<file path="src/shared/kwdg_cfg.svh">
// Constants for the keyed watchdog and reset guard
// Assumes a 100 MHz core clock and a slow oscillator near 32 kHz
`ifndef KWDG_CFG_SVH
`define KWDG_CFG_SVH
// Wishbone register map, byte addresses
`define KWDG_ADR_W         4
`define KWDG_DAT_W         32
`define KWDG_ADR_CTRL      4'h0
`define KWDG_ADR_FLAGS     4'h4
`define KWDG_ADR_GUARD     4'h8
`define KWDG_ADR_STAT      4'hc
// Reset values
`define KWDG_CTRL_RST      8'h53
`define KWDG_GUARD_RST     8'h55
// Control fields
`define KWDG_KEY_MSB       7
`define KWDG_KEY_LSB       3
`define KWDG_SEL_MSB       2
`define KWDG_SEL_LSB       0
`define KWDG_KEY_EN        5'h0a
`define KWDG_KEY_DIS       5'h15
`define KWDG_SEL_LONG      3'h7
// Guard values with no effect
`define KWDG_GUARD_OK_A    8'h55
`define KWDG_GUARD_OK_B    8'haa
// Flag and status bit positions
`define KWDG_FLAG_GUARD    3
`define KWDG_FLAG_KEY      0
`define KWDG_FLAG_MSB      7
`define KWDG_FLAG_HI       4
`define KWDG_STAT_TO       0
`define KWDG_STAT_PDF      1
// Period exponents per select code
`define KWDG_EXP_0         8
`define KWDG_EXP_1         10
`define KWDG_EXP_2         12
`define KWDG_EXP_3         14
`define KWDG_EXP_4         15
`define KWDG_EXP_5         16
`define KWDG_EXP_6         17
`define KWDG_EXP_7         18
`define KWDG_CNT_W         18
`define KWDG_CNT_MAX       18'h3ffff
// Timing
`define KWDG_OSC_HZ        32000
`define KWDG_CLK_PERIOD_NS 10
`define KWDG_SRESET_NS     100000
`define KWDG_SRESET_CYC    ((`KWDG_SRESET_NS + `KWDG_CLK_PERIOD_NS - 1) / `KWDG_CLK_PERIOD_NS)
`endif

</file>
<file path="src/shared/kwdg_pkg.sv">
// Types and period lookup for the keyed watchdog
// Assumes kwdg_cfg.svh is on the include path
`include "kwdg_cfg.svh"
`default_nettype none
package kwdg_pkg;
   typedef logic [`KWDG_CNT_W-1:0] kwdg_cnt_t;
   typedef logic [`KWDG_SEL_MSB:`KWDG_SEL_LSB] kwdg_sel_t;
   typedef logic [`KWDG_KEY_MSB-`KWDG_KEY_LSB:0] kwdg_key_t;
   typedef enum {KWDG_SRST_IDLE, KWDG_SRST_WAIT, KWDG_SRST_FIRE} kwdg_srst_t;

   // Terminal count for a period select code
   function automatic kwdg_cnt_t kwdg_limit(input kwdg_sel_t sel);
      int e;
      case (sel)
         3'h0:    e = `KWDG_EXP_0;
         3'h1:    e = `KWDG_EXP_1;
         3'h2:    e = `KWDG_EXP_2;
         3'h3:    e = `KWDG_EXP_3;
         3'h4:    e = `KWDG_EXP_4;
         3'h5:    e = `KWDG_EXP_5;
         3'h6:    e = `KWDG_EXP_6;
         default: e = `KWDG_EXP_7;
      endcase
      kwdg_limit = kwdg_cnt_t'((64'h1 << e) - 64'h1);
   endfunction : kwdg_limit
endpackage : kwdg_pkg
`default_nettype wire

</file>
<file path="src/hdl/kwdg_sync.sv">
// Two-stage synchroniser for levels entering the core clock
// Assumes the input is a slow level or clock from outside
`default_nettype none
module kwdg_sync #(
   parameter int W = 1
) (
   // Clock and reset
   input  wire logic         core_clk,
   input  wire logic         rst_n,
   // Data
   input  wire logic [W-1:0] d,
   output logic      [W-1:0] q
);
   logic [W-1:0] s1_q;

   always_ff @(posedge core_clk or negedge rst_n) begin
      if (!rst_n) begin
         s1_q <= '0;
         q    <= '0;
      end else begin
         s1_q <= d;
         q    <= s1_q;
      end
   end
endmodule : kwdg_sync
`default_nettype wire

</file>
<file path="src/hdl/kwdg_wdcount.sv">
// Watchdog counter running on slow oscillator ticks
// Assumes tick is a one-cycle pulse in the core clock domain
`default_nettype none
module kwdg_wdcount
   import kwdg_pkg::*;
(
   // Clock and reset
   input  wire logic      core_clk,
   input  wire logic      rst_n,
   // Control
   input  wire logic      tick,
   input  wire logic      clear,
   input  wire logic      enable,
   input  wire kwdg_cnt_t limit,
   // Status
   output kwdg_cnt_t      count_q,
   output logic           overflow_q
);
   logic at_end;

   // Above-limit catch covers a select shortened mid-count
   assign at_end = (count_q >= limit);

   always_ff @(posedge core_clk or negedge rst_n) begin
      if (!rst_n) begin
         count_q <= '0;
      end else if (clear) begin
         count_q <= '0;
      end else if (enable && tick) begin
         if (at_end) begin
            count_q <= '0;
         end else begin
            count_q <= count_q + kwdg_cnt_t'(1);
         end
      end
   end

   always_ff @(posedge core_clk or negedge rst_n) begin
      if (!rst_n) begin
         overflow_q <= 1'b0;
      end else begin
         overflow_q <= !clear && enable && tick && at_end;
      end
   end
endmodule : kwdg_wdcount
`default_nettype wire

</file>
<file path="src/hdl/kwdg_top.sv">
// Keyed watchdog timer and reset guard with Wishbone registers
// Assumes core events come from same-clock logic; oscillator is a pin
//
// Overview of operation
// - Count slow oscillator ticks, power-of-two timeout
// - Period codes 0 to 6 give 2^8..2^17
// - Key 10101 disables, 01010 enables, else reset
// - Bad key reset sets key reset flag
// - Key field powers up as enable
// - Running timeout: full reset, timeout flag set
// - Standby timeout resets only PC and SP
// - Count cleared by key reset, clear, halt
// - Guard reset sets flag bit 3, software clears
// - Key reset sets flag bit 0, software clears
// - Flag bits 7 to 4 read zero
// - Guard 55h or aah inert, else delayed reset
// - Guard register powers up at 55h
// - Power-on reset zeroes program counter
// - Power-on reset drives port registers high
// - Halt sets power-down, clears timeout and count
// - Standby timeout leaves timeout, power-down set
//
// Added by the designer: the Wishbone slave port and the placing of the registers.
`include "kwdg_cfg.svh"
`default_nettype none
module kwdg_top
   import kwdg_pkg::*;
#(
   parameter int SRESET_CYC = `KWDG_SRESET_CYC
) (
   // Clock and reset
   input  wire logic                   core_clk,
   input  wire logic                   resetn,
   // Wishbone slave
   input  wire logic                   wb_cyc_i,
   input  wire logic                   wb_stb_i,
   input  wire logic                   wb_we_i,
   input  wire logic [`KWDG_ADR_W-1:0] wb_adr_i,
   input  wire logic [3:0]             wb_sel_i,
   input  wire logic [`KWDG_DAT_W-1:0] wb_dat_i,
   output logic      [`KWDG_DAT_W-1:0] wb_dat_o,
   output logic                        wb_ack_o,
   // Core events
   input  wire logic                   clear_watchdog_instruction,
   input  wire logic                   halt_instruction,
   input  wire logic                   standby_mode,
   // Slow oscillator pin
   input  wire logic                   low_speed_osc_clock,
   // Reset requests
   output logic                        device_reset_q,
   output logic                        pc_sp_reset_q,
   output logic                        pc_zero_q,
   output logic                        port_high_q,
   // Status flags
   output logic                        timeout_status_flag_q,
   output logic                        power_down_flag_q
);
   logic                   rst_s1_q;
   logic                   rst_n_q;
   logic                   osc_s;
   logic                   osc_d_q;
   logic                   tick;
   logic [7:0]             ctrl_q;
   logic [7:0]             guard_q;
   logic                   key_flag_q;
   logic                   guard_flag_q;
   kwdg_key_t              key;
   kwdg_sel_t              sel;
   kwdg_cnt_t              limit;
   kwdg_cnt_t              cnt_q;
   logic                   ovf_q;
   logic                   key_en;
   logic                   key_bad;
   logic                   guard_bad;
   kwdg_srst_t             srst_q;
   logic [31:0]            srst_cnt_q;
   logic                   cause_key_q;
   logic                   cause_guard_q;
   logic                   srst_fire;
   logic                   run_ovf;
   logic                   full_rst;
   logic                   cnt_clear;
   logic                   req;
   logic                   wr;
   logic                   clr_key_wr;
   logic                   clr_guard_wr;
   logic [`KWDG_DAT_W-1:0] rd_data;

   // Reset: asserted at once, released through two flops
   always_ff @(posedge core_clk or negedge resetn) begin
      if (!resetn) begin
         rst_s1_q <= 1'b0;
         rst_n_q  <= 1'b0;
      end else begin
         rst_s1_q <= 1'b1;
         rst_n_q  <= rst_s1_q;
      end
   end

   kwdg_sync #(.W(1)) u_osc_sync (
      .core_clk (core_clk),
      .rst_n    (rst_n_q),
      .d        (low_speed_osc_clock),
      .q        (osc_s)
   );

   always_ff @(posedge core_clk or negedge rst_n_q) begin
      if (!rst_n_q) begin
         osc_d_q <= 1'b0;
      end else begin
         osc_d_q <= osc_s;
      end
   end

   assign tick = osc_s & ~osc_d_q;

   assign key     = ctrl_q[`KWDG_KEY_MSB:`KWDG_KEY_LSB];
   assign sel     = ctrl_q[`KWDG_SEL_MSB:`KWDG_SEL_LSB];
   assign limit   = kwdg_limit(sel);
   assign key_en  = (key == `KWDG_KEY_EN);
   assign key_bad = !key_en && (key != `KWDG_KEY_DIS);
   assign guard_bad = (guard_q != `KWDG_GUARD_OK_A) && (guard_q != `KWDG_GUARD_OK_B);

   assign run_ovf   = ovf_q & ~standby_mode;
   assign srst_fire = (srst_q == KWDG_SRST_FIRE);
   assign full_rst  = srst_fire | run_ovf;
   assign cnt_clear = clear_watchdog_instruction | halt_instruction | full_rst;

   kwdg_wdcount u_count (
      .core_clk   (core_clk),
      .rst_n      (rst_n_q),
      .tick       (tick),
      .clear      (cnt_clear),
      .enable     (key_en),
      .limit      (limit),
      .count_q    (cnt_q),
      .overflow_q (ovf_q)
   );

   always_ff @(posedge core_clk or negedge rst_n_q) begin
      if (!rst_n_q) begin
         srst_q     <= KWDG_SRST_IDLE;
         srst_cnt_q <= '0;
      end else begin
         case (srst_q)
            KWDG_SRST_IDLE: begin
               srst_cnt_q <= '0;
               if (key_bad || guard_bad) begin
                  srst_q <= KWDG_SRST_WAIT;
               end
            end
            KWDG_SRST_WAIT: begin
               srst_cnt_q <= srst_cnt_q + 32'h1;
               if (srst_cnt_q >= 32'(SRESET_CYC - 1)) begin
                  srst_q <= KWDG_SRST_FIRE;
               end
            end
            KWDG_SRST_FIRE: begin
               srst_q <= KWDG_SRST_IDLE;
            end
            default: begin
               srst_q <= KWDG_SRST_IDLE;
            end
         endcase
      end
   end

   // Causes gathered while a software reset is pending
   always_ff @(posedge core_clk or negedge rst_n_q) begin
      if (!rst_n_q) begin
         cause_key_q   <= 1'b0;
         cause_guard_q <= 1'b0;
      end else if (srst_fire) begin
         cause_key_q   <= 1'b0;
         cause_guard_q <= 1'b0;
      end else begin
         cause_key_q   <= cause_key_q | key_bad;
         cause_guard_q <= cause_guard_q | guard_bad;
      end
   end

   // Bus request: one access per ack
   assign req = wb_cyc_i & wb_stb_i & ~wb_ack_o;
   assign wr  = req & wb_we_i & wb_sel_i[0];
   // write of zero clears a flag
   assign clr_key_wr   = wr && wb_adr_i == `KWDG_ADR_FLAGS && !wb_dat_i[`KWDG_FLAG_KEY];
   assign clr_guard_wr = wr && wb_adr_i == `KWDG_ADR_FLAGS && !wb_dat_i[`KWDG_FLAG_GUARD];

   // power-on values; full reset reloads them
   always_ff @(posedge core_clk or negedge rst_n_q) begin
      if (!rst_n_q) begin
         ctrl_q  <= `KWDG_CTRL_RST;
         guard_q <= `KWDG_GUARD_RST;
      end else if (full_rst) begin
         ctrl_q  <= `KWDG_CTRL_RST;
         guard_q <= `KWDG_GUARD_RST;
      end else if (wr && wb_adr_i == `KWDG_ADR_CTRL) begin
         ctrl_q <= wb_dat_i[7:0];
      end else if (wr && wb_adr_i == `KWDG_ADR_GUARD) begin
         guard_q <= wb_dat_i[7:0];
      end
   end

   // sticky reset cause flags, set wins
   always_ff @(posedge core_clk or negedge rst_n_q) begin
      if (!rst_n_q) begin
         key_flag_q   <= 1'b0;
         guard_flag_q <= 1'b0;
      end else begin
         key_flag_q   <= (srst_fire & cause_key_q) | (key_flag_q & ~clr_key_wr);
         guard_flag_q <= (srst_fire & cause_guard_q) | (guard_flag_q & ~clr_guard_wr);
      end
   end

   // timeout and power-down flags, set wins
   always_ff @(posedge core_clk or negedge rst_n_q) begin
      if (!rst_n_q) begin
         timeout_status_flag_q <= 1'b0;
         power_down_flag_q     <= 1'b0;
      end else begin
         timeout_status_flag_q <= ovf_q | (timeout_status_flag_q
            & ~(halt_instruction | clear_watchdog_instruction));
         power_down_flag_q <= halt_instruction
            | (power_down_flag_q & ~clear_watchdog_instruction);
      end
   end

   always_ff @(posedge core_clk or negedge rst_n_q) begin
      if (!rst_n_q) begin
         device_reset_q <= 1'b0;
         pc_sp_reset_q  <= 1'b0;
      end else begin
         device_reset_q <= full_rst;
         pc_sp_reset_q  <= ovf_q & standby_mode;
      end
   end

   // power-on preset, high until first edge after release
   always_ff @(posedge core_clk or negedge rst_n_q) begin
      if (!rst_n_q) begin
         pc_zero_q   <= 1'b1;
         port_high_q <= 1'b1;
      end else begin
         pc_zero_q   <= 1'b0;
         port_high_q <= 1'b0;
      end
   end

   // read mux, upper flag bits zero
   always_comb begin
      rd_data = '0;
      case (wb_adr_i)
         `KWDG_ADR_CTRL: begin
            rd_data[7:0] = ctrl_q;
         end
         `KWDG_ADR_FLAGS: begin
            rd_data[`KWDG_FLAG_GUARD] = guard_flag_q;
            rd_data[`KWDG_FLAG_KEY]   = key_flag_q;
         end
         `KWDG_ADR_GUARD: begin
            rd_data[7:0] = guard_q;
         end
         `KWDG_ADR_STAT: begin
            rd_data[`KWDG_STAT_TO]  = timeout_status_flag_q;
            rd_data[`KWDG_STAT_PDF] = power_down_flag_q;
         end
         default: begin
            rd_data = '0;
         end
      endcase
   end

   always_ff @(posedge core_clk or negedge rst_n_q) begin
      if (!rst_n_q) begin
         wb_ack_o <= 1'b0;
         wb_dat_o <= '0;
      end else begin
         wb_ack_o <= req;
         wb_dat_o <= req ? rd_data : '0;
      end
   end
endmodule : kwdg_top
`default_nettype wire

</file>
<file path="config.mk">
export PLATFORM = sky130hd
export DESIGN_NAME = kwdg_top
export DESIGN_NICKNAME = d
export VERILOG_FILES = /design/src/shared/kwdg_pkg.sv /design/src/hdl/kwdg_sync.sv /design/src/hdl/kwdg_wdcount.sv /design/src/hdl/kwdg_top.sv
export VERILOG_INCLUDE_DIRS = /design/src /design/src/shared
export SDC_FILE = /design/constraint.sdc
export NUM_CORES = 1
export LEC_CHECK = 0
export BUFFER_PORTS_ARGS = -buffer_cell sky130_fd_sc_hd__buf_2
export CAP_MARGIN = 10
export CORE_MARGIN = 5
export CORE_UTILIZATION = 36
export DETAILED_ROUTE_END_ITERATION = 16
export PLACE_DENSITY_LB_ADDON = 0.12
export SYNTH_ARGS = -nofsm -noshare
export SYNTH_HDL_FRONTEND = slang
export SYNTH_SLANG_ARGS = --single-unit
</file>
<file path="constraint.sdc">
create_clock -name core_clk -period 3.14 [get_ports core_clk]
set_clock_uncertainty 0.1 [all_clocks]
set_input_delay 0.471 -clock core_clk [delete_from_list [all_inputs] [get_ports core_clk]]
set_output_delay 0.471 -clock core_clk [all_outputs]
set_load 0.05 [all_outputs]
</file>
## Word level (Yosys, flattened, before mapping)

Index checks and enable logic that the tools add are counted.

- Bits in registers: 122
- Input bits: 49
- Output and inout bits: 39

- Add/sub/neg operators: 3
- Magnitude comparators: 2
- Equality and inequality tests: 18
- Shift operators: 1
- Mux-type cells: 21
- Bitwise gates (word level): 29
- Reduce and logical (&&, ||, !) cells: 25

Operator list:

| kind | number |
|---|---|
| case mux 32 bit (2 select lines) | 2 |
| two-way mux 32 bit | 2 |
| two-way mux 18 bit | 3 |
| two-way mux 8 bit | 6 |
| case mux 5 bit (7 select lines) | 1 |
| adder 32 x 1 -> 32 bit (second input constant) | 1 |
| equality test 32 x 1 -> 1 bit (second input constant) | 1 |
| equality test 32 x 3 -> 1 bit (second input constant) | 1 |
| >= comparator 32 x 14 -> 1 bit (second input constant) | 1 |
| zero test 32 bit | 1 |
| adder 18 x 1 -> 18 bit (second input constant) | 1 |
| >= comparator 18 bit | 1 |
| left shift 1 x 5 -> 18 bit (first input constant) | 1 |
| subtractor 18 x 1 -> 18 bit (second input constant) | 1 |
| AND 1 bit | 13 |
| logical AND 1 bit | 11 |
| equality test 3 bit (second input constant) | 3 |
| bitwise OR 1 bit | 9 |
| equality test 4 bit (second input constant) | 2 |
| inequality test 8 x 7 -> 1 bit (second input constant) | 1 |
| inequality test 8 bit (second input constant) | 1 |
| case mux 4 bit (2 select lines) | 1 |
| nonzero test 2 bit | 4 |
| NOT 1 bit | 7 |
| other kinds (15) | 24 |

## Longest topological paths before layout

Gate-level depths: netlist (run 1).

- Depth after elaboration: 9
- Mapped depth: 9
- Mapped depth without buffers: 7

## Modules after synthesis

A second synthesis (run 1) with hierarchy kept.

- Cell total of the unflattened synthesis: 574
- Area total of the unflattened synthesis: 5355.1 sq um

By module, submodules not included:

| module | times used | cells each | area an instance (sq um) |
|---|---|---|---|
| kwdg_top | 1 | 397 | 3809.9 |
| kwdg_wdcount | 1 | 175 | 1495.2 |
| kwdg_sync | 1 | 2 | 50.0 |

## Worst setup path after synthesis (run 1)

Ideal clock, no wire load.

- Kind: reg2reg
- Start point: register ctrl_q[1]
- End point: register u_count.count_q[10]
- Setup time: 0.083 ns
- Arrival time: 2.375 ns
- Path slack: 0.582 ns
- Cell stages (with the launch flop): 9
- Path buffers: 1
- Cell sequence: dfstp_2 -> clkbuf_1 -> nand3_1 -> ha_1 -> a21oi_1 -> o21ai_0 -> a211oi_1 -> nand3_1 -> o22ai_1

- Longest elaborated chain between the ends: 8
- Elaborated cells on any way between the ends: 14
- Those cells by class: add/sub: 1; order compare: 1; eq/ne: 6; shift: 1; mux: 4; reduce/logical: 1

RTL lines:

| element | line | RTL |
|---|---|---|
| from (decl) | kwdg_top.sv:63 | `logic [7:0] ctrl_q;` |
| from (signal assigned) | kwdg_top.sv:192 | `` ctrl_q <= `KWDG_CTRL_RST; `` |
| from (signal assigned) | kwdg_top.sv:195 | `` ctrl_q <= `KWDG_CTRL_RST; `` |
| from (signal assigned) | kwdg_top.sv:198 | `ctrl_q <= wb_dat_i[7:0];` |
| equality test 3 bit, or another cell as far along | kwdg_pkg.sv:14 | `case (sel)` |
| case mux 5 bit (7 select lines) * | kwdg_pkg.sv:14 |  |
| left shift 1 x 5 -> 18 bit * | kwdg_pkg.sv:24 | `kwdg_limit = kwdg_cnt_t'((64'h1 << e) - 64'h1);` |
| subtractor 18 x 1 -> 18 bit * | kwdg_pkg.sv:24 |  |
| >= comparator 18 bit * | kwdg_wdcount.sv:22 | `assign at_end = (count_q >= limit);` |
| two-way mux 18 bit * | kwdg_wdcount.sv:30 | `if (at_end) begin` |
| two-way mux 18 bit * | kwdg_wdcount.sv:29 | `end else if (enable && tick) begin` |
| two-way mux 18 bit * | kwdg_wdcount.sv:27 | `end else if (clear) begin` |
| to (signal assigned) | kwdg_wdcount.sv:33 | `count_q <= count_q + kwdg_cnt_t'(1);` |
| to (decl) | kwdg_wdcount.sv:16 | `output kwdg_cnt_t count_q,` |

Every way passes the cells marked *; elsewhere a longest branch is shown, timed or not. The select of a mux whose other input is x is not followed.
A chain may end at the register's enable or synchronous reset.

## Worst setup path in the final report (run 1)

Ends and elaborated chain as after synthesis.

==> results of run 1 <==
[through the flow]
stage                     utilization  hold slack (ns)  std cells  setup WS (ns)  power, mW
after floorplan                     -           0.0754        564          0.303       1.45
after detailed placement        0.388            0.162        742          0.161       1.49
after CTS                       0.412            0.118        759          0.122       2.69
final                           0.412            0.129        759          0.455       2.66
after global placement          0.388            0.163        742          0.274       1.48
after global routing            0.412            0.125        759          0.202       2.76
[kinds of logic (layout without fill, tap and decap cells)]
kind of cell               Yosys count  count (layout)  synth area share
and+or+nand+nor                    249             249             0.261
DFF                                 92              92             0.452
buffers and inverters               65              80            0.0696
AOI/OAI and AO/OA                   59              59            0.0750
xor gates and xnor gates            27              27            0.0462
muxes                               27              27            0.0557
adders and majority gates           16              16            0.0391
other                                2              29           0.00147
[registers in the layout, summed over array words and instances, names as in the netlist, 2 cells and up]
name             cells
guard_q              8
srst_q               2
wb_dat_o             8
srst_cnt_q          32
u_count.count_q     18
ctrl_q               8
[cells in the mapped netlist (3+ instances only)]
library cell	instances
and2_1	8
buf_2	6
nor2b_1	6
a21oi_1	14
mux2i_1	24
buf_4	26
nor2_1	64
nor4_1	16
nand4_1	15
nand4b_1	3
xor2_1	6
ha_1	16
dfrtp_1	83
or4_1	3
inv_1	19
nor3_1	14
xnor2_1	21
dfstp_2	9
clkbuf_1	11
o2111ai_1	9
nand2_1	65
nor4_2	3
a41oi_1	4
a31oi_1	3
or3_1	4
nand3_1	22
and4_1	3
nor4_4	3
o21ai_0	15
[worst max-delay path by stage]
stage	start	end	slack [ns]	cells past startpoint
floorplan	rst_n_q	cause_guard_q	0.30	0
global placement	ctrl_q[1]	u_count.count_q[4]	0.27	7
detailed placement	ctrl_q[1]	u_count.count_q[4]	0.16	7
CTS	ctrl_q[1]	u_count.count_q[10]	0.12	7
global route	ctrl_q[1]	u_count.count_q[4]	0.20	7
finish	ctrl_q[1]	u_count.count_q[10]	0.45	7
[layout by cell type, fill, tap and decap left out, drive strengths merged, types with 3 or more instances in the layout]
cell type / n
dfstp: 9
buf: 43
xor2: 6
ha: 16
xnor2: 21
dfrtp: 83
nor2b: 6
nand3: 22
or4: 4
clkbuf: 10
nor2: 65
and4: 4
o2111ai: 9
a41oi: 4
nor4: 22
inv: 21
a31oi: 3
nand2: 65
mux2i: 24
conb: 29
nor3: 15
or3: 5
nand4: 16
and2: 9
o21ai: 15
a21oi: 14
nand4b: 3
[power by group through the flow]
stage,Combinational [mW],Sequential (mW),Clock (mW)
after detailed placement,0.198,1.29,0
after CTS,0.199,1.27,1.23
after global routing,0.218,1.27,1.27
after global placement,0.194,1.29,0
after floorplan,0.169,1.28,0
final,0.198,1.26,1.19
[area by class of cell]
class | count | share of cell area
repair buffers | 44 | 0.0422
multi-input cells | 407 | 0.446
inverters | 20 | 0.0131
clock inverters | 6 | 0.0150
flip-flops and latches | 92 | 0.403
clock buffers | 10 | 0.0416
well taps | 180 | 0.0392
[repair_timing]
item | 4_1_cts | 5_1_grt
setup buffers | 0 | 0
resized for setup | 0 | 2
setup endpoints to repair | 0 | 7
hold endpoints to repair | 2 | 0
hold buffers | 1 | 0
[worst max-delay path, cell delays in order, from the launching register on]
cell and delay [ns]:
dfstp_2 0.63, nand3_1 0.10, ha_1 0.32, a21oi_1 0.14
o21ai_0 0.17, a211oi_2 0.56, nand3_1 0.32, o22ai_1 0.25
[metal layers]
layer | track usage | up-vias
met5 | 0 | -
met4 | 0.0593 | 0
met3 | 0.0256 | 12
met2 | 0.217 | 58
met1 | 0.202 | 1905
li1 | - | 1920
==> results.yml, run 1 <==
global_routing:
  antenna_found_initial: 0
  grt_start_max_net_pins: 64
  first_global_vias: 3655
  gr-usage-all-layers: 0.143
  grt_first_pass_wirelength_um: 19100
  grt-ovfl-total: 0
place:
  dpl_cell_area_sq_um: 5400
  hpwl_um: 7890
  gp_congestion: 0.784
  io_buffers: 36
clocking:
  worstSkewPairLatency_ns: 0.35
  cts_tree: "yes"
  clkSinkCount: 92
  cts_max_path_buffers: 2
  clk_pin_slew_ns: 0.07
  clock-root-buffer: "clkbuf_16"
  htreeDepth: 3
  numCtsBuffers: 9
logic_synthesis:
  yosysWarnings: 0
  synth.distinct_cells: 60
  synth_area_sq_um: 5120
  synth_edf_count: 0
  synthTopCellsByArea: "dfrtp_1, nand2_1, mux2i_1"
  synth_area_leader_cell: "dfrtp_1"
  syn_inst: 537
  async_flop_share: 1.00
  avgSynthCellArea_sq_um: 9.53
  ys_seq_area_frac: 0.452
  yosysTopAreaCellShare: 0.406
  synth_top_flop_cell: "dfrtp_1"
  ys_seq_elements: 92
layout:
  area_delta_synth_final_pct: 12.2
  layout-drive-gt1-share: 0.155
  n_fill_cell: 1364
  regArea_sq_um: 2320
  multiInputGateArea_sq_um: 2560
  stdcell_area_sq_um: 5750
  nets: 639
  antenna_cells: 0
setup_path:
  crit_required_ns: 3.31
  crit_arrival_ns: 2.85
  r2r_start: "ctrl_q[1]"
  crit_type: "reg -> reg"
  r2r_end: "u_count.count_q[10]"
  worst-path-max-fanout: 11
  worstRegToRegCells: 7
  critPathLaunchType: "flip-flop"
  critPathCaptureType: "flip-flop"
  r2r_slack_ns: 0.45
detailed_routing:
  drt_iter0_drc: 244
  met2_length_um: 4940
  wl_per_cell_um: 14.8
  detail_route.first_pass.iterations: 4
  vias_per_cell: 5.13
  drc: 0
  ant_nets: 0
  met1Wirelength_um: 5620
  top_layer_used: "met4"
  dr_wl_met3_um: 449
  vias: 3895
  routed_wl_um: 11200
hold_path:
  min_from: "low_speed_osc_clock"
  min_path_cells: 1
  hp-class: "in -> reg"
  whs_endpoint: "u_osc_sync.s1_q"
die:
  start_util: 0.367
  die_w_um: 129
  fp-row-count: 43
  dieArea_sq_um: 16700
  io_pins: 88
  die_h_um: 129
  coreArea_sq_um: 13900
pwr:
  swShare: 0.248
  p_int_mw: 2.00
  combPwrFrac: 0.075
  power.clock.fraction: 0.449
  leakage_nw: 2.55
  p_sw_mw: 0.660
  ir_drop_v: 0.000217
  p_per_area_nw_per_um2: 462
  power_frac_seq: 0.476
sta:
  final-max-slew-violation-count: 0
  period_minus_slack_ns: 2.69
  setup_viol_count_final: 0
  hold_viol_final: 0
  fmax_mhz: 372
  worst_pin_slew_ns: 0.886
  fin_crit_sh: 0.855
  slew_headroom: 0.407
  tns_ns: 0
  rsz0062_at_grt: "false"
status:
  status: "complete, no violations"
flow_run:
  drv_cap: 0
Power figures use the tool's default switching activity.
==> run 2, diff against run 1 <==
Settings changed: GPL_TIMING_DRIVEN set to 0.
==> results.yml, run 2 (synthesis results as in run 1) <==
status:
  status: "complete, no violations"
global_routing:
  antenna_found_initial: 0
  grt-ovfl-total: 0
  gr-usage-all-layers: 0.144
  first_global_vias: 3823
  grt_start_max_net_pins: 64
  grt_first_pass_wirelength_um: 19100
pwr:
  ir_drop_v: 0.000213
  p_per_area_nw_per_um2: 435
  finalPower_mw: 2.60
  leakage_nw: 2.71
layout:
  nets: 677
  regArea_sq_um: 2320
  largest_reg_flops: 32
  layout_common_cells: "dfrtp_1, nand2_1, nor2_1"
  layout.cells.non_filler: 797
  layout-drive-gt1-share: 0.188
  multiInputGateArea_sq_um: 2560
  postLayoutCoreUtil: 0.429
  n_fill_cell: 1370
  largestRegisters: "srst_cnt_q (32), u_count.count_q (18)"
  area_delta_synth_final_pct: 16.8
  regMostFlops: "srst_cnt_q"
  layout_commonest_cell: "dfrtp_1"
  antenna_cells: 0
place:
  hpwl_um: 8200
  place_inst: 781
  gp_congestion: 0.806
  place_ws_ns: -0.0547
  io_buffers: 36
detailed_routing:
  vias_per_cell: 5.01
  drc: 0
  routed_wl_um: 11300
  vias: 3989
  wl_per_cell_um: 14.2
  drt_iter0_drc: 235
  ant_nets: 0
  detail_route.first_pass.iterations: 4
setup_path:
  crit_required_ns: 3.26
  crit_arrival_ns: 2.84
  crit_type: "reg -> reg"
  critPathCaptureType: "flip-flop"
  critPathLaunchType: "flip-flop"
  worst-path-max-fanout: 10
sta:
  slew_headroom: 0.444
  fin_crit_sh: 0.865
  fmax_mhz: 368
  worst_pin_slew_ns: 0.826
  final.setup.worst_slack_ns: 0.423
  rsz0062_at_grt: "false"
  period_minus_slack_ns: 2.72
  hold_viol_final: 0
  setup_viol_count_final: 0
  final-max-slew-violation-count: 0
clocking:
  numCtsBuffers: 9
  clock-root-buffer: "clkbuf_16"
  post_cts_buffers: 0
  cts_tree: "yes"
  htreeDepth: 3
  worstSkewPairLatency_ns: 0.34
  clkSinkCount: 92
  clk_pin_slew_ns: 0.06
  cts_max_path_buffers: 2
hold_path:
  hp-class: "in -> reg"
die:
  coreArea_sq_um: 13900
  die_h_um: 129
  dieArea_sq_um: 16700
  io_pins: 88
  start_util: 0.367
  fp-row-count: 43
  die_w_um: 129
flow_run:
  drv_cap: 0
-- run 2: cell count changes in the layout (fill, tap and decap cells not counted), sizes merged --
cell | before | now
clkinvlp | 1 | 0
bufinv | 2 | 1
buf | 43 | 71
clkinv | 2 | 3
inv | 21 | 20
clkbuf | 10 | 22
-- run 2: power breakdown --
| part | switching [mW] | internal, mW | leakage (nW) | total [mW] |
|---|---|---|---|---|
| clock network | 0.451 | 0.659 | 0.153 | 1.11 |
| logic | 0.156 | 0.0807 | 1.35 | 0.236 |
| registers | 0.0358 | 1.22 | 1.20 | 1.26 |
| total | 0.642 | 1.96 | 2.71 | 2.60 |
-- run 2: final cells by class --
type,count,area share
plain buffers,44,0.0464
clock buffers,12,0.0429
clock inverters,4,0.00816
inverters,20,0.0126
multi-input cells,407,0.428
flip-flops and latches,92,0.387
well taps,180,0.0377
repair buffers,38,0.0364
-- run 2: timing repair --
item,in CTS,in global routing
hold buffers,1,0
resized for setup,1,1
endpoints found under the setup margin,5,10
hold endpoints to repair,2,0
-- run 2: path summary, 6_finish.rpt --
path | to | start | depth (start not counted) | slack, ns
min in group asynchronous | srst_cnt_q[14] | rst_n_q | 0 | 0.17
worst max register to register | u_count.count_q[12] | ctrl_q[2] | 9 | 0.42
worst min register to register | srst_cnt_q[14] | rst_n_q | 0 | 0.17
worst max-delay path | u_count.count_q[12] | ctrl_q[2] | 9 | 0.42
max in group asynchronous | port_high_q | rst_n_q | 1 | 2.08
worst min-delay path | u_osc_sync.s1_q | low_speed_osc_clock | 1 | 0.13
-- run 2: through the flow --
| step | hold WS [ns] | instance area, sq um | TNS (ns) |
|---|---|---|---|
| 6_report | 0.130 | 5980 | 0 |
| 5_1_grt | 0.112 | 5980 | 0 |
| 4_1_cts | 0.113 | 5980 | 0 |
| 3_5_place_dp | 0.157 | 5660 | -0.127 |
| 3_3_place_gp | 0.156 | 5630 | -78.80 |
| 2_1_floorplan | 0.0754 | 5220 | 0 |
-- run 2: critical path, cell delays in order (launching register included) --
cell,delay (ns)
dfrtp_1,0.38
clkbuf_1,0.32
o21ai_0,0.17
ha_1,0.32
nand4_1,0.17
nor4_2,0.42
a21oi_1,0.17
clkbuf_1,0.29
o2111ai_1,0.18
nand2_1,0.07
-- run 2: metal layers --
layer,GRT usage,routed length (um),part of all wire
met1,0.200,5630,0.50
met2,0.223,4960,0.44
met3,0.0243,502,0.044
met4,0.0574,209,0.018
met5,0,0,0
